--- config.mk ---
export PLATFORM = sky130hd
export DESIGN_NAME = bus_steal_xfer
export DESIGN_NICKNAME = d
export VERILOG_FILES = /design/src/verilog/xfer_pkg.sv /design/src/verilog/bus_steal_xfer.sv
export SDC_FILE = /design/constraint.sdc
export NUM_CORES = 1
export LEC_CHECK = 0
export ABC_CLOCK_PERIOD_IN_PS = 11350
export BUFFER_PORTS_ARGS = -buffer_cell sky130_fd_sc_hd__buf_2
export CORE_MARGIN = 1
export CORE_UTILIZATION = 35
export CTS_CLUSTER_SIZE = 10
export DETAILED_ROUTE_END_ITERATION = 12
export PLACE_DENSITY = 0.55
export SETUP_SLACK_MARGIN = 0.1
export SLEW_MARGIN = 20
export SYNTH_ARGS = -nofsm -noshare
export SYNTH_HDL_FRONTEND = slang
export SYNTH_SLANG_ARGS = --single-unit
--- constraint.sdc ---
create_clock -name CLK_SYS -period 11.35 [get_ports CLK_SYS]
set_input_delay 0.5675 -clock CLK_SYS [delete_from_list [all_inputs] [get_ports CLK_SYS]]
set_output_delay 0.5675 -clock CLK_SYS [all_outputs]
set_load 0.02 [all_outputs]
--- src/verilog/xfer_pkg.sv ---
// shared constants and carrier types of the two-channel bus-steal transfer block
// assumes a 32-bit axi4-lite register bus and an 8-bit internal data bus to ram
package xfer_pkg;

   // ****************************************
   // register map (printed offsets are not multiples of four: index * 4 is the byte address)
   // ****************************************
   localparam logic [15:0] IDX_CHAN1_BASE_LOW = 16'h7fe0;
   localparam logic [15:0] IDX_CHAN1_BASE_HIGH = 16'h7fe1;
   localparam logic [15:0] IDX_CHAN2_BASE_LOW = 16'h7fe2;
   localparam logic [15:0] IDX_CHAN2_BASE_HIGH = 16'h7fe3;
   localparam logic [15:0] IDX_CHAN1_COUNT_LOW = 16'h7fe4;
   localparam logic [15:0] IDX_CHAN2_COUNT_LOW = 16'h7fe5;
   localparam logic [15:0] IDX_CHAN1_PROGRESS = 16'h7fe6;
   localparam logic [15:0] IDX_CHAN2_PROGRESS = 16'h7fe7;
   localparam logic [15:0] IDX_SERVICE_TEST = 16'h7ffe;
   localparam logic [15:0] IDX_SERVICE_DISABLE = 16'h7fff;

   // ****************************************
   // reset values and masks
   // ****************************************
   localparam logic [7:0] RST_REG8 = 8'h00;
   localparam logic [15:0] BASE_HIGH_MASK = 16'hff00;
   localparam logic [15:0] BASE_LOW_MASK = 16'h00f0;
   localparam logic [11:0] COUNT_HIGH_MASK = 12'h0f00;
   localparam logic [11:0] COUNT_LOW_MASK = 12'h00ff;
   localparam logic [11:0] COUNT_BIAS = 12'h002;
   localparam logic [11:0] BYTE_STEP = 12'h001;
   localparam logic [7:0] DISABLE_MASK = 8'h3f;
   localparam logic [7:0] HIGH_ADDR_MASK = 8'h1f;

   // ****************************************
   // disable-control field positions
   // ****************************************
   localparam int CHAN2_STALL_BLOCK = 5;
   localparam int CHAN2_STEAL_BLOCK = 4;
   localparam int CHAN1_STALL_BLOCK = 3;
   localparam int CHAN1_STEAL_BLOCK = 2;
   localparam int TEST_STALL_BLOCK = 1;
   localparam int TEST_STEAL_BLOCK = 0;

   localparam logic [1:0] RESP_OKAY = 2'b00;
   localparam logic [1:0] RESP_SLVERR = 2'b10;

   // ****************************************
   // carrier types
   // ****************************************
   typedef enum logic [1:0] {DIR_TO_RAM, DIR_FROM_RAM} dir_unused_t;

   typedef struct packed {
      logic steal_req;
      logic stall_req;
      logic to_ram;
      logic [7:0] wdata;
   } mod_req_t;

   typedef struct packed {
      logic ack;
      logic [7:0] rdata;
   } mod_ack_t;

   typedef struct packed {
      logic req;
      logic we;
      logic [15:0] addr;
      logic [7:0] wdata;
   } ram_req_t;

   typedef enum {ST_IDLE, ST_XFER} xfer_state_t;

endpackage

--- src/verilog/bus_steal_xfer.sv ---
// two-channel transfer controller moving bytes between two serial modules and ram
// assumes a single 200 mhz clock, an axi4-lite master, and a ram that completes in one cycle
`timescale 1ns/10ps

module bus_steal_xfer (
   // clock and reset
   input wire logic CLK_SYS,
   input wire logic RST,
   // axi4-lite write address and data
   input wire logic [17:0] S_AWADDR,
   input wire logic S_AWVALID,
   output logic S_AWREADY,
   input wire logic [31:0] S_WDATA,
   input wire logic [3:0] S_WSTRB,
   input wire logic S_WVALID,
   output logic S_WREADY,
   // axi4-lite write response
   output logic [1:0] S_BRESP,
   output logic S_BVALID,
   input wire logic S_BREADY,
   // axi4-lite read
   input wire logic [17:0] S_ARADDR,
   input wire logic S_ARVALID,
   output logic S_ARREADY,
   output logic [31:0] S_RDATA,
   output logic [1:0] S_RRESP,
   output logic S_RVALID,
   input wire logic S_RREADY,
   // serial module one and two
   input xfer_pkg::mod_req_t MOD1_REQ,
   output xfer_pkg::mod_ack_t MOD1_ACK,
   input xfer_pkg::mod_req_t MOD2_REQ,
   output xfer_pkg::mod_ack_t MOD2_ACK,
   // cpu bus arbitration
   input wire logic CPU_BUS_BUSY,
   output logic CPU_HOLD,
   // internal data bus to ram
   output xfer_pkg::ram_req_t RAM_REQ,
   input wire logic [7:0] RAM_RDATA
);
   import xfer_pkg::*;

   // ****************************************
   // state
   // ****************************************
   typedef struct packed {
      logic [1:0][7:0] base_low;
      logic [1:0][7:0] base_high;
      logic [1:0][7:0] count_low;
      logic [1:0][11:0] progress;
      logic [7:0] test;
      logic [7:0] disable_ctl;
      xfer_state_t state;
      logic chan;
      logic hold;
      ram_req_t ram;
      mod_ack_t ack1;
      mod_ack_t ack2;
      logic aw_got;
      logic w_got;
      logic [15:0] aw_idx;
      logic [31:0] wdata;
      logic [3:0] wstrb;
      logic bvalid;
      logic [1:0] bresp;
      logic rvalid;
      logic [31:0] rdata;
      logic [1:0] rresp;
   } state_t;

   state_t q, d;

   function automatic logic [15:0] chan_base(input logic [7:0] hi, input logic [7:0] lo);
      chan_base = (({hi, 8'h00}) & BASE_HIGH_MASK) + ({8'h00, lo} & BASE_LOW_MASK);
   endfunction

   function automatic logic [11:0] chan_total(input logic [7:0] lo, input logic [7:0] cnt);
      chan_total = (({lo[3:0], 8'h00}) & COUNT_HIGH_MASK) + ({4'h0, cnt} & COUNT_LOW_MASK)
         + COUNT_BIAS;
   endfunction

   function automatic logic mapped(input logic [15:0] idx);
      mapped = (idx >= IDX_CHAN1_BASE_LOW && idx <= IDX_CHAN2_PROGRESS) ||
         idx == IDX_SERVICE_TEST || idx == IDX_SERVICE_DISABLE;
   endfunction

   logic [1:0] steal_ok;
   logic [1:0] stall_ok;
   logic [1:0] live;
   logic [1:0] want;
   mod_req_t sel_req;
   logic sel;

   // ****************************************
   // request qualification
   // ****************************************
   always_comb begin
      for (int c = 0; c < 2; c++) begin
         // finished channel is idle until reinitialised
         live[c] = q.progress[c] < chan_total(q.base_low[c], q.count_low[c]);
      end
      steal_ok[0] = MOD1_REQ.steal_req && !q.disable_ctl[CHAN1_STEAL_BLOCK];
      stall_ok[0] = MOD1_REQ.stall_req && !q.disable_ctl[CHAN1_STALL_BLOCK];
      steal_ok[1] = MOD2_REQ.steal_req && !q.disable_ctl[CHAN2_STEAL_BLOCK];
      stall_ok[1] = MOD2_REQ.stall_req && !q.disable_ctl[CHAN2_STALL_BLOCK];
      want = (steal_ok | stall_ok) & live;
      sel = !want[0];
      sel_req = sel ? MOD2_REQ : MOD1_REQ;
   end

   // ****************************************
   // next state
   // ****************************************
   always_comb begin
      logic [15:0] ridx;
      logic [7:0] rv;
      logic [7:0] wb;
      ridx = 16'h0000;
      rv = 8'h00;
      wb = 8'h00;
      d = q;
      d.ram.req = 1'b0;
      d.ack1.ack = 1'b0;
      d.ack2.ack = 1'b0;

      // ---- transfer engine ----
      case (q.state)
         ST_IDLE: begin
            d.hold = 1'b0;
            if (want != 2'b00) begin
               if (stall_ok[sel]) begin
                  // freeze the cpu, then take the bus
                  d.hold = 1'b1;
                  if (q.hold) begin
                     d.state = ST_XFER;
                  end
               end else if (!CPU_BUS_BUSY) begin
                  // only in a cycle the cpu leaves idle
                  d.state = ST_XFER;
               end
               if (d.state == ST_XFER) begin
                  d.chan = sel;
                  d.ram.req = 1'b1;
                  d.ram.we = sel_req.to_ram;
                  d.ram.wdata = sel_req.wdata;
                  d.ram.addr = chan_base(q.base_high[sel], q.base_low[sel]) +
                     {4'h0, q.progress[sel]};
               end
            end
         end
         ST_XFER: begin
            // ram answered this cycle; hand data back and advance
            d.state = ST_IDLE;
            d.hold = 1'b0;
            // byte mode steps by one; word mode is not built
            d.progress[q.chan] = q.progress[q.chan] + BYTE_STEP;
            if (q.chan) begin
               d.ack2.ack = 1'b1;
               d.ack2.rdata = RAM_RDATA;
            end else begin
               d.ack1.ack = 1'b1;
               d.ack1.rdata = RAM_RDATA;
            end
         end
         default: begin
            d.state = ST_IDLE;
            d.hold = 1'b0;
         end
      endcase

      // ---- axi4-lite write ----
      if (S_AWVALID && !q.aw_got && !q.bvalid) begin
         d.aw_got = 1'b1;
         d.aw_idx = S_AWADDR[17:2];
      end
      if (S_WVALID && !q.w_got && !q.bvalid) begin
         d.w_got = 1'b1;
         d.wdata = S_WDATA;
         d.wstrb = S_WSTRB;
      end
      if (q.aw_got && q.w_got) begin
         d.aw_got = 1'b0;
         d.w_got = 1'b0;
         d.bvalid = 1'b1;
         d.bresp = mapped(q.aw_idx) ? RESP_OKAY : RESP_SLVERR;
         wb = q.wdata[7:0];
         if (q.wstrb[0]) begin
            case (q.aw_idx)
               IDX_CHAN1_BASE_LOW: d.base_low[0] = wb;
               IDX_CHAN2_BASE_LOW: d.base_low[1] = wb;
               IDX_CHAN1_BASE_HIGH: d.base_high[0] = wb & HIGH_ADDR_MASK;
               IDX_CHAN2_BASE_HIGH: d.base_high[1] = wb & HIGH_ADDR_MASK;
               IDX_CHAN1_COUNT_LOW: d.count_low[0] = wb;
               IDX_CHAN2_COUNT_LOW: d.count_low[1] = wb;
               IDX_SERVICE_TEST: d.test = wb;
               IDX_SERVICE_DISABLE: d.disable_ctl = wb & DISABLE_MASK;
               default: d.test = d.test;
            endcase
            // rewriting the count-low byte restarts that channel's progress
            if (q.aw_idx == IDX_CHAN1_COUNT_LOW) begin
               d.progress[0] = 12'h000;
            end
            if (q.aw_idx == IDX_CHAN2_COUNT_LOW) begin
               d.progress[1] = 12'h000;
            end
         end
      end
      if (q.bvalid && S_BREADY) begin
         d.bvalid = 1'b0;
      end

      // ---- axi4-lite read ----
      if (S_ARVALID && !q.rvalid) begin
         ridx = S_ARADDR[17:2];
         case (ridx)
            IDX_CHAN1_BASE_LOW: rv = q.base_low[0];
            IDX_CHAN2_BASE_LOW: rv = q.base_low[1];
            IDX_CHAN1_BASE_HIGH: rv = q.base_high[0];
            IDX_CHAN2_BASE_HIGH: rv = q.base_high[1];
            IDX_CHAN1_COUNT_LOW: rv = q.count_low[0];
            IDX_CHAN2_COUNT_LOW: rv = q.count_low[1];
            // progress is read-only, low byte here, high nibble above
            IDX_CHAN1_PROGRESS: rv = q.progress[0][7:0];
            IDX_CHAN2_PROGRESS: rv = q.progress[1][7:0];
            IDX_SERVICE_TEST: rv = q.test;
            IDX_SERVICE_DISABLE: rv = q.disable_ctl;
            default: rv = 8'h00;
         endcase
         d.rvalid = 1'b1;
         d.rresp = mapped(ridx) ? RESP_OKAY : RESP_SLVERR;
         d.rdata = {20'h00000, 4'h0, rv};
         if (ridx == IDX_CHAN1_PROGRESS) begin
            d.rdata[11:8] = q.progress[0][11:8];
         end
         if (ridx == IDX_CHAN2_PROGRESS) begin
            d.rdata[11:8] = q.progress[1][11:8];
         end
      end
      if (q.rvalid && S_RREADY) begin
         d.rvalid = 1'b0;
      end
   end

   // ****************************************
   // registers
   // ****************************************
   always_ff @(posedge CLK_SYS) begin
      if (RST) begin
         q <= '0;
         q.state <= ST_IDLE;
      end else begin
         q <= d;
      end
   end

   // ****************************************
   // outputs
   // ****************************************
   assign S_AWREADY = !q.aw_got && !q.bvalid;
   assign S_WREADY = !q.w_got && !q.bvalid;
   assign S_BVALID = q.bvalid;
   assign S_BRESP = q.bresp;
   assign S_ARREADY = !q.rvalid;
   assign S_RVALID = q.rvalid;
   assign S_RDATA = q.rdata;
   assign S_RRESP = q.rresp;
   assign CPU_HOLD = q.hold;
   assign RAM_REQ = q.ram;
   assign MOD1_ACK = q.ack1;
   assign MOD2_ACK = q.ack2;

endmodule

Word-level counts from Yosys, hierarchy flattened:

Cells that the tools add are included.

* flip-flop bits (word level): 203
* latch bits: 0
* RAM bits: 0
* bits in read-only memories: 0
* input port bits: 110
* output and inout port bits: 86
* memories kept: 0

* $add $sub $neg: 7
* multiply operators: 0
* div/mod/pow operators: 0
* $lt $le $gt $ge: 9
* equal/unequal tests: 20
* shift operators: 0
* multiplexer cells: 35
* bitwise gates (word level): 6
* reductions and logical operators: 49

Operators with widths (count)
* equality test 16 x 15 -> 1 bit (second input constant): 18
* two-way mux 32 bit: 5
* two-way mux 12 bit: 7
* two-way mux 40 bit: 2
* case mux 8 bit (10 select lines): 1
* equality test 32 x 1 -> 1 bit (second input constant): 1
* equality test 32 x 2 -> 1 bit (second input constant): 1
* >= comparator 16 x 15 -> 1 bit (second input constant): 2
* less-or-equal comparator 16 x 15 -> 1 bit (second input constant): 2
* zero test 32 bit: 1
* two-way mux 8 bit: 4
* two-way mux 9 bit: 3
* AND reduction 3 bit: 9
* two-way mux 26 bit: 1
* adder 12 x 2 -> 12 bit (second input constant): 2
* adder 12 x 8 -> 12 bit: 2
* bitwise mux 24 bit: 1
* < comparator 12 bit: 2
* two-way mux 24 bit: 1
* logical AND 1 bit: 17
* adder 16 x 12 -> 16 bit: 1
* adder 16 x 8 -> 16 bit: 1
* adder 12 x 1 -> 12 bit (second input constant): 1
* demux 12 bit (select 1 bit): 1
* other kinds (16): 40

Longest topological paths before layout:

* depth after elaboration: 12
* mapped depth: 20
* depth with buffers taken out: 18

Worst setup path after synthesis:

No wires, ideal clock.

* path type: register -> register
* start point: register q[211] (netlist bit)
* end point: register q, in the netlist RAM_REQ[20]
* setup time: 0.088 ns
* arrival time: 4.464 ns
* required time: 11.262 ns
* setup slack: 6.798 ns
* cell stages (with the launch flop): 21
* path buffers: 2
* clock period less this slack: 4.552 ns
* cells stage by stage: dfxtp_1 ha_1 nand3_1 nor2_1 xnor2_1 ha_1 a211o_1 a221oi_2 o221a_1 buf_6 buf_2 mux2_2 ha_1 fa_1 a21o_1 a21oi_1 o21ai_0 nor4_1 nor3_1 xnor2_1 a311oi_2

* word-level cells in the longest chain between the ends: 11

RTL lines
* from (decl): RTL line bus_steal_xfer.sv:71 `state_t q, d;`
* adder 12 x 8 -> 12 bit *: RTL line bus_steal_xfer.sv:78 `chan_total = (({lo[3:0], 8'h00}) & COUNT_HIGH_MASK) + ({4'h0, cnt} & COUNT_LOW_MASK)`
* adder 12 x 2 -> 12 bit *: RTL line bus_steal_xfer.sv:79 `+ COUNT_BIAS;`
* < comparator 12 bit *: RTL line bus_steal_xfer.sv:100 `live[c] = q.progress[c] < chan_total(q.base_low[c], q.count_low[c]);`
* bitwise AND 2 bit *: RTL line bus_steal_xfer.sv:106 `want = (steal_ok | stall_ok) & live;`
* parallel branches: the longest is 7 deep, another holds adder 16 x 8 -> 16 bit

Every way passes the cells marked *. The select of a mux whose other input is x is not followed.
A chain may end at the register's enable or synchronous reset.

Worst setup path in the final report:

Ends and elaborated chain as after synthesis.

==> flow_summary.json <==
{
  "num-fill-cells": 2814,
  "rsz0062_at_grt": "false",
  "drc_errors": 0,
  "slew_violations": 0,
  "fin_skew_ps": 15.80,
  "maxCapViolCount": 0,
  "h-tree-depth": 4,
  "hpwl_um": 19210,
  "yosys_warnings": 0,
  "synth_cells": 1105,
  "worstSetupPathType": "reg -> reg",
  "whs_ps": 289.7,
  "grt_pass1_vias": 7459,
  "post-route-period-util_pct": 49.25,
  "powerDensity_mw_per_mm2": 131.0,
  "die_x_um": 170.7,
  "final_common_cell": "dfxtp_1",
  "post_cts_buffers": 0,
  "cts_root_buf": "clkbuf_16",
  "hold_viol_final": 0,
  "grt_pass1_wl_um": 42000,
  "final_cell_mix": "199 x dfxtp_1, 152 x nand2_1, 139 x buf_2",
  "num_rows": 61,
  "routed_wirelength_um": 26680,
  "avgSynthCellArea_um2": 9.013,
  "ys_seq_area_share_pct": 40.00,
  "crit_path_max_fanout": 27,
  "cts_resized": 0,
  "numPortBuffers": 140,
  "drtIter0Drc": 560,
  "wl_per_cell_um": 16.89,
  "setup_viol": 0,
  "dr.pass1.iters": 5,
  "hp-class": "in -> reg",
  "fin_crit_ps": 5590,
  "synthesis.area_mm2": 0.009960,
  "end_kind": "flop",
  "grt_usage_pct": 18.92,
  "gp_congestion": 0.8318,
  "ios": 196,
  "drive_above_1_share_pct": 20.23,
  "clock-sinks": 199,
  "ys_types": 71,
  "status": "completed",
  "clock_latency_ps": 450,
  "clk_pin_slew_ps": 90,
  "synth_ff_type": "dfxtp_1",
  "required_ps": 11640,
  "diodes": 0,
  "cts_hold_buf": 0,
  "nets": 1332,
  "via_count": 7886,
  "ir_drop_v": 0.00009921,
  "die-area_mm2": 0.02914,
  "arrival_ps": 5880,
  "timing.setup.tns_ps": 0,
  "timing_worst_slew_pin_value_ps": 1093,
  "grt_max_degree": 76,
  "maxSlewHeadroom_pct": 26.72,
  "cts_buffer_depth": 2,
  "synthArstFlopShare_pct": 0,
  "gr-total-overflow": 0,
  "leakagePower_nw": 4.712,
  "core_mm2": 0.02786,
  "synth-seq-cells": 199,
  "die-height_um": 170.7,
  "synth_edf_count": 0,
  "cp-start-kind": "flop",
  "area_delta_synth_final_pct": 12.02,
  "cts_tree": "built",
  "viasPerCell": 4.994,
  "ant_nets": 0,
  "antenna_found_initial": 0,
  "start_util_pct": 35.75,
  "fmax_ghz": 0.1789,
  "numCtsBuffers": 17
}
-- stage by stage --
step / total power [mW] / instance area (um2) / worst slack (ps) / utilization, % / std cells
floorplan: 0.8052 / 10160 / 6798 / - / 1159
detailed placement: 0.8263 / 10510 / 5832 / 37.71 / 1547
global placement: 0.8249 / 10500 / 5857 / 37.69 / 1547
global route: 1.520 / 11160 / 5463 / 40.05 / 1579
CTS: 1.481 / 11160 / 5805 / 40.05 / 1579
finish: 1.461 / 11160 / 5760 / 40.05 / 1579
-- sequential cells by signal, indices dropped and copies added (netlist names), 9 cells and up --
register,count
MOD2_ACK,9
S_RDATA,12
MOD1_ACK,9
q,140
RAM_REQ,24
-- power by group --
part           switching [mW]  internal, mW  leakage [nW]
combinational          0.0586        0.0264          2.78
clock                   0.339         0.313         0.313
sequential             0.0128         0.712          1.62
-- cells by family (layout without fill, tap and decap cells) --
family | count (synthesis) | count (layout) | share of synthesized area, %
and+or+nand+nor | 399 | 399 | 18.84
AOI/OAI and AO/OA | 203 | 203 | 15.18
DFF | 199 | 199 | 40.00
buffers and inverters | 141 | 183 | 9.020
muxes | 86 | 86 | 8.882
xor gates and xnor gates | 42 | 42 | 3.693
adders and majority gates | 34 | 34 | 4.347
other | 1 | 55 | 0.03765
-- routing by layer --
metal / share of wire (%) / global-route usage (%)
met1: 47 / 25.61
met5: 0 / 0
met3: 5.0 / 3.493
met4: 2.6 / 7.011
met2: 45 / 29.80
-- cell type report --
| class | count | area [um2] | area share (%) |
|---|---|---|---|
| Multi-Input combinational cell | 819 | 5286 | 47.38 |
| Timing Repair Buffer | 145 | 740.7 | 6.639 |
| Tap cell | 378 | 473.0 | 4.239 |
| Inverter | 6 | 22.52 | 0.2019 |
| Clock inverter | 15 | 225.2 | 2.019 |
| Sequential cell | 199 | 3984 | 35.71 |
| Clock buffer | 17 | 425.4 | 3.813 |
-- path summary, 6_finish.rpt --
check        slack [ps]                       end  cells after the start                     start
min reg2reg         460  MOD1_ACK[3]$_SDFFE_PP0P_                      2  MOD1_ACK[3]$_SDFFE_PP0P_
min                 290     S_RVALID$_SDFFE_PP0P_                      2                  S_RREADY
max reg2reg        5760  RAM_REQ[20]$_SDFFE_PP0P_                     19       q[211]$_SDFFE_PP0P_
max                5760  RAM_REQ[20]$_SDFFE_PP0P_                     19       q[211]$_SDFFE_PP0P_
-- synthesized netlist by cell type, types with 14 or more instances --
cell        n  area, um2
dfxtp_1   199       3984
nand2_1   152      570.6
nor2_1    112      420.4
buf_4      80      600.6
a21oi_1    78      390.4
mux2i_1    67      670.6
clkbuf_1   37      138.9
nand3_1    36      180.2
ha_1       33      412.9
xnor2_1    22      192.7
xor2_1     20      175.2
nor3_1     17      85.08
a221oi_1   16      140.1
a21oi_2    15      131.4
and3_1     14      87.58
-- critical path, stage by stage (launching register included) --
cell and delay (ps):
dfxtp_1 510, ha_1 270, nand3_1 170, nor2_1 170
xnor2_1 150, ha_1 280, a211o_1 280, a221oi_2 380
o221a_2 420, buf_4 450, mux2_2 410, ha_1 220
fa_1 410, a21o_1 180, a21oi_1 210, o21ai_0 160
nor4_1 210, nor3_1 110, xnor2_1 310, a311oi_2 140
(Power assumes the default switching activity.)
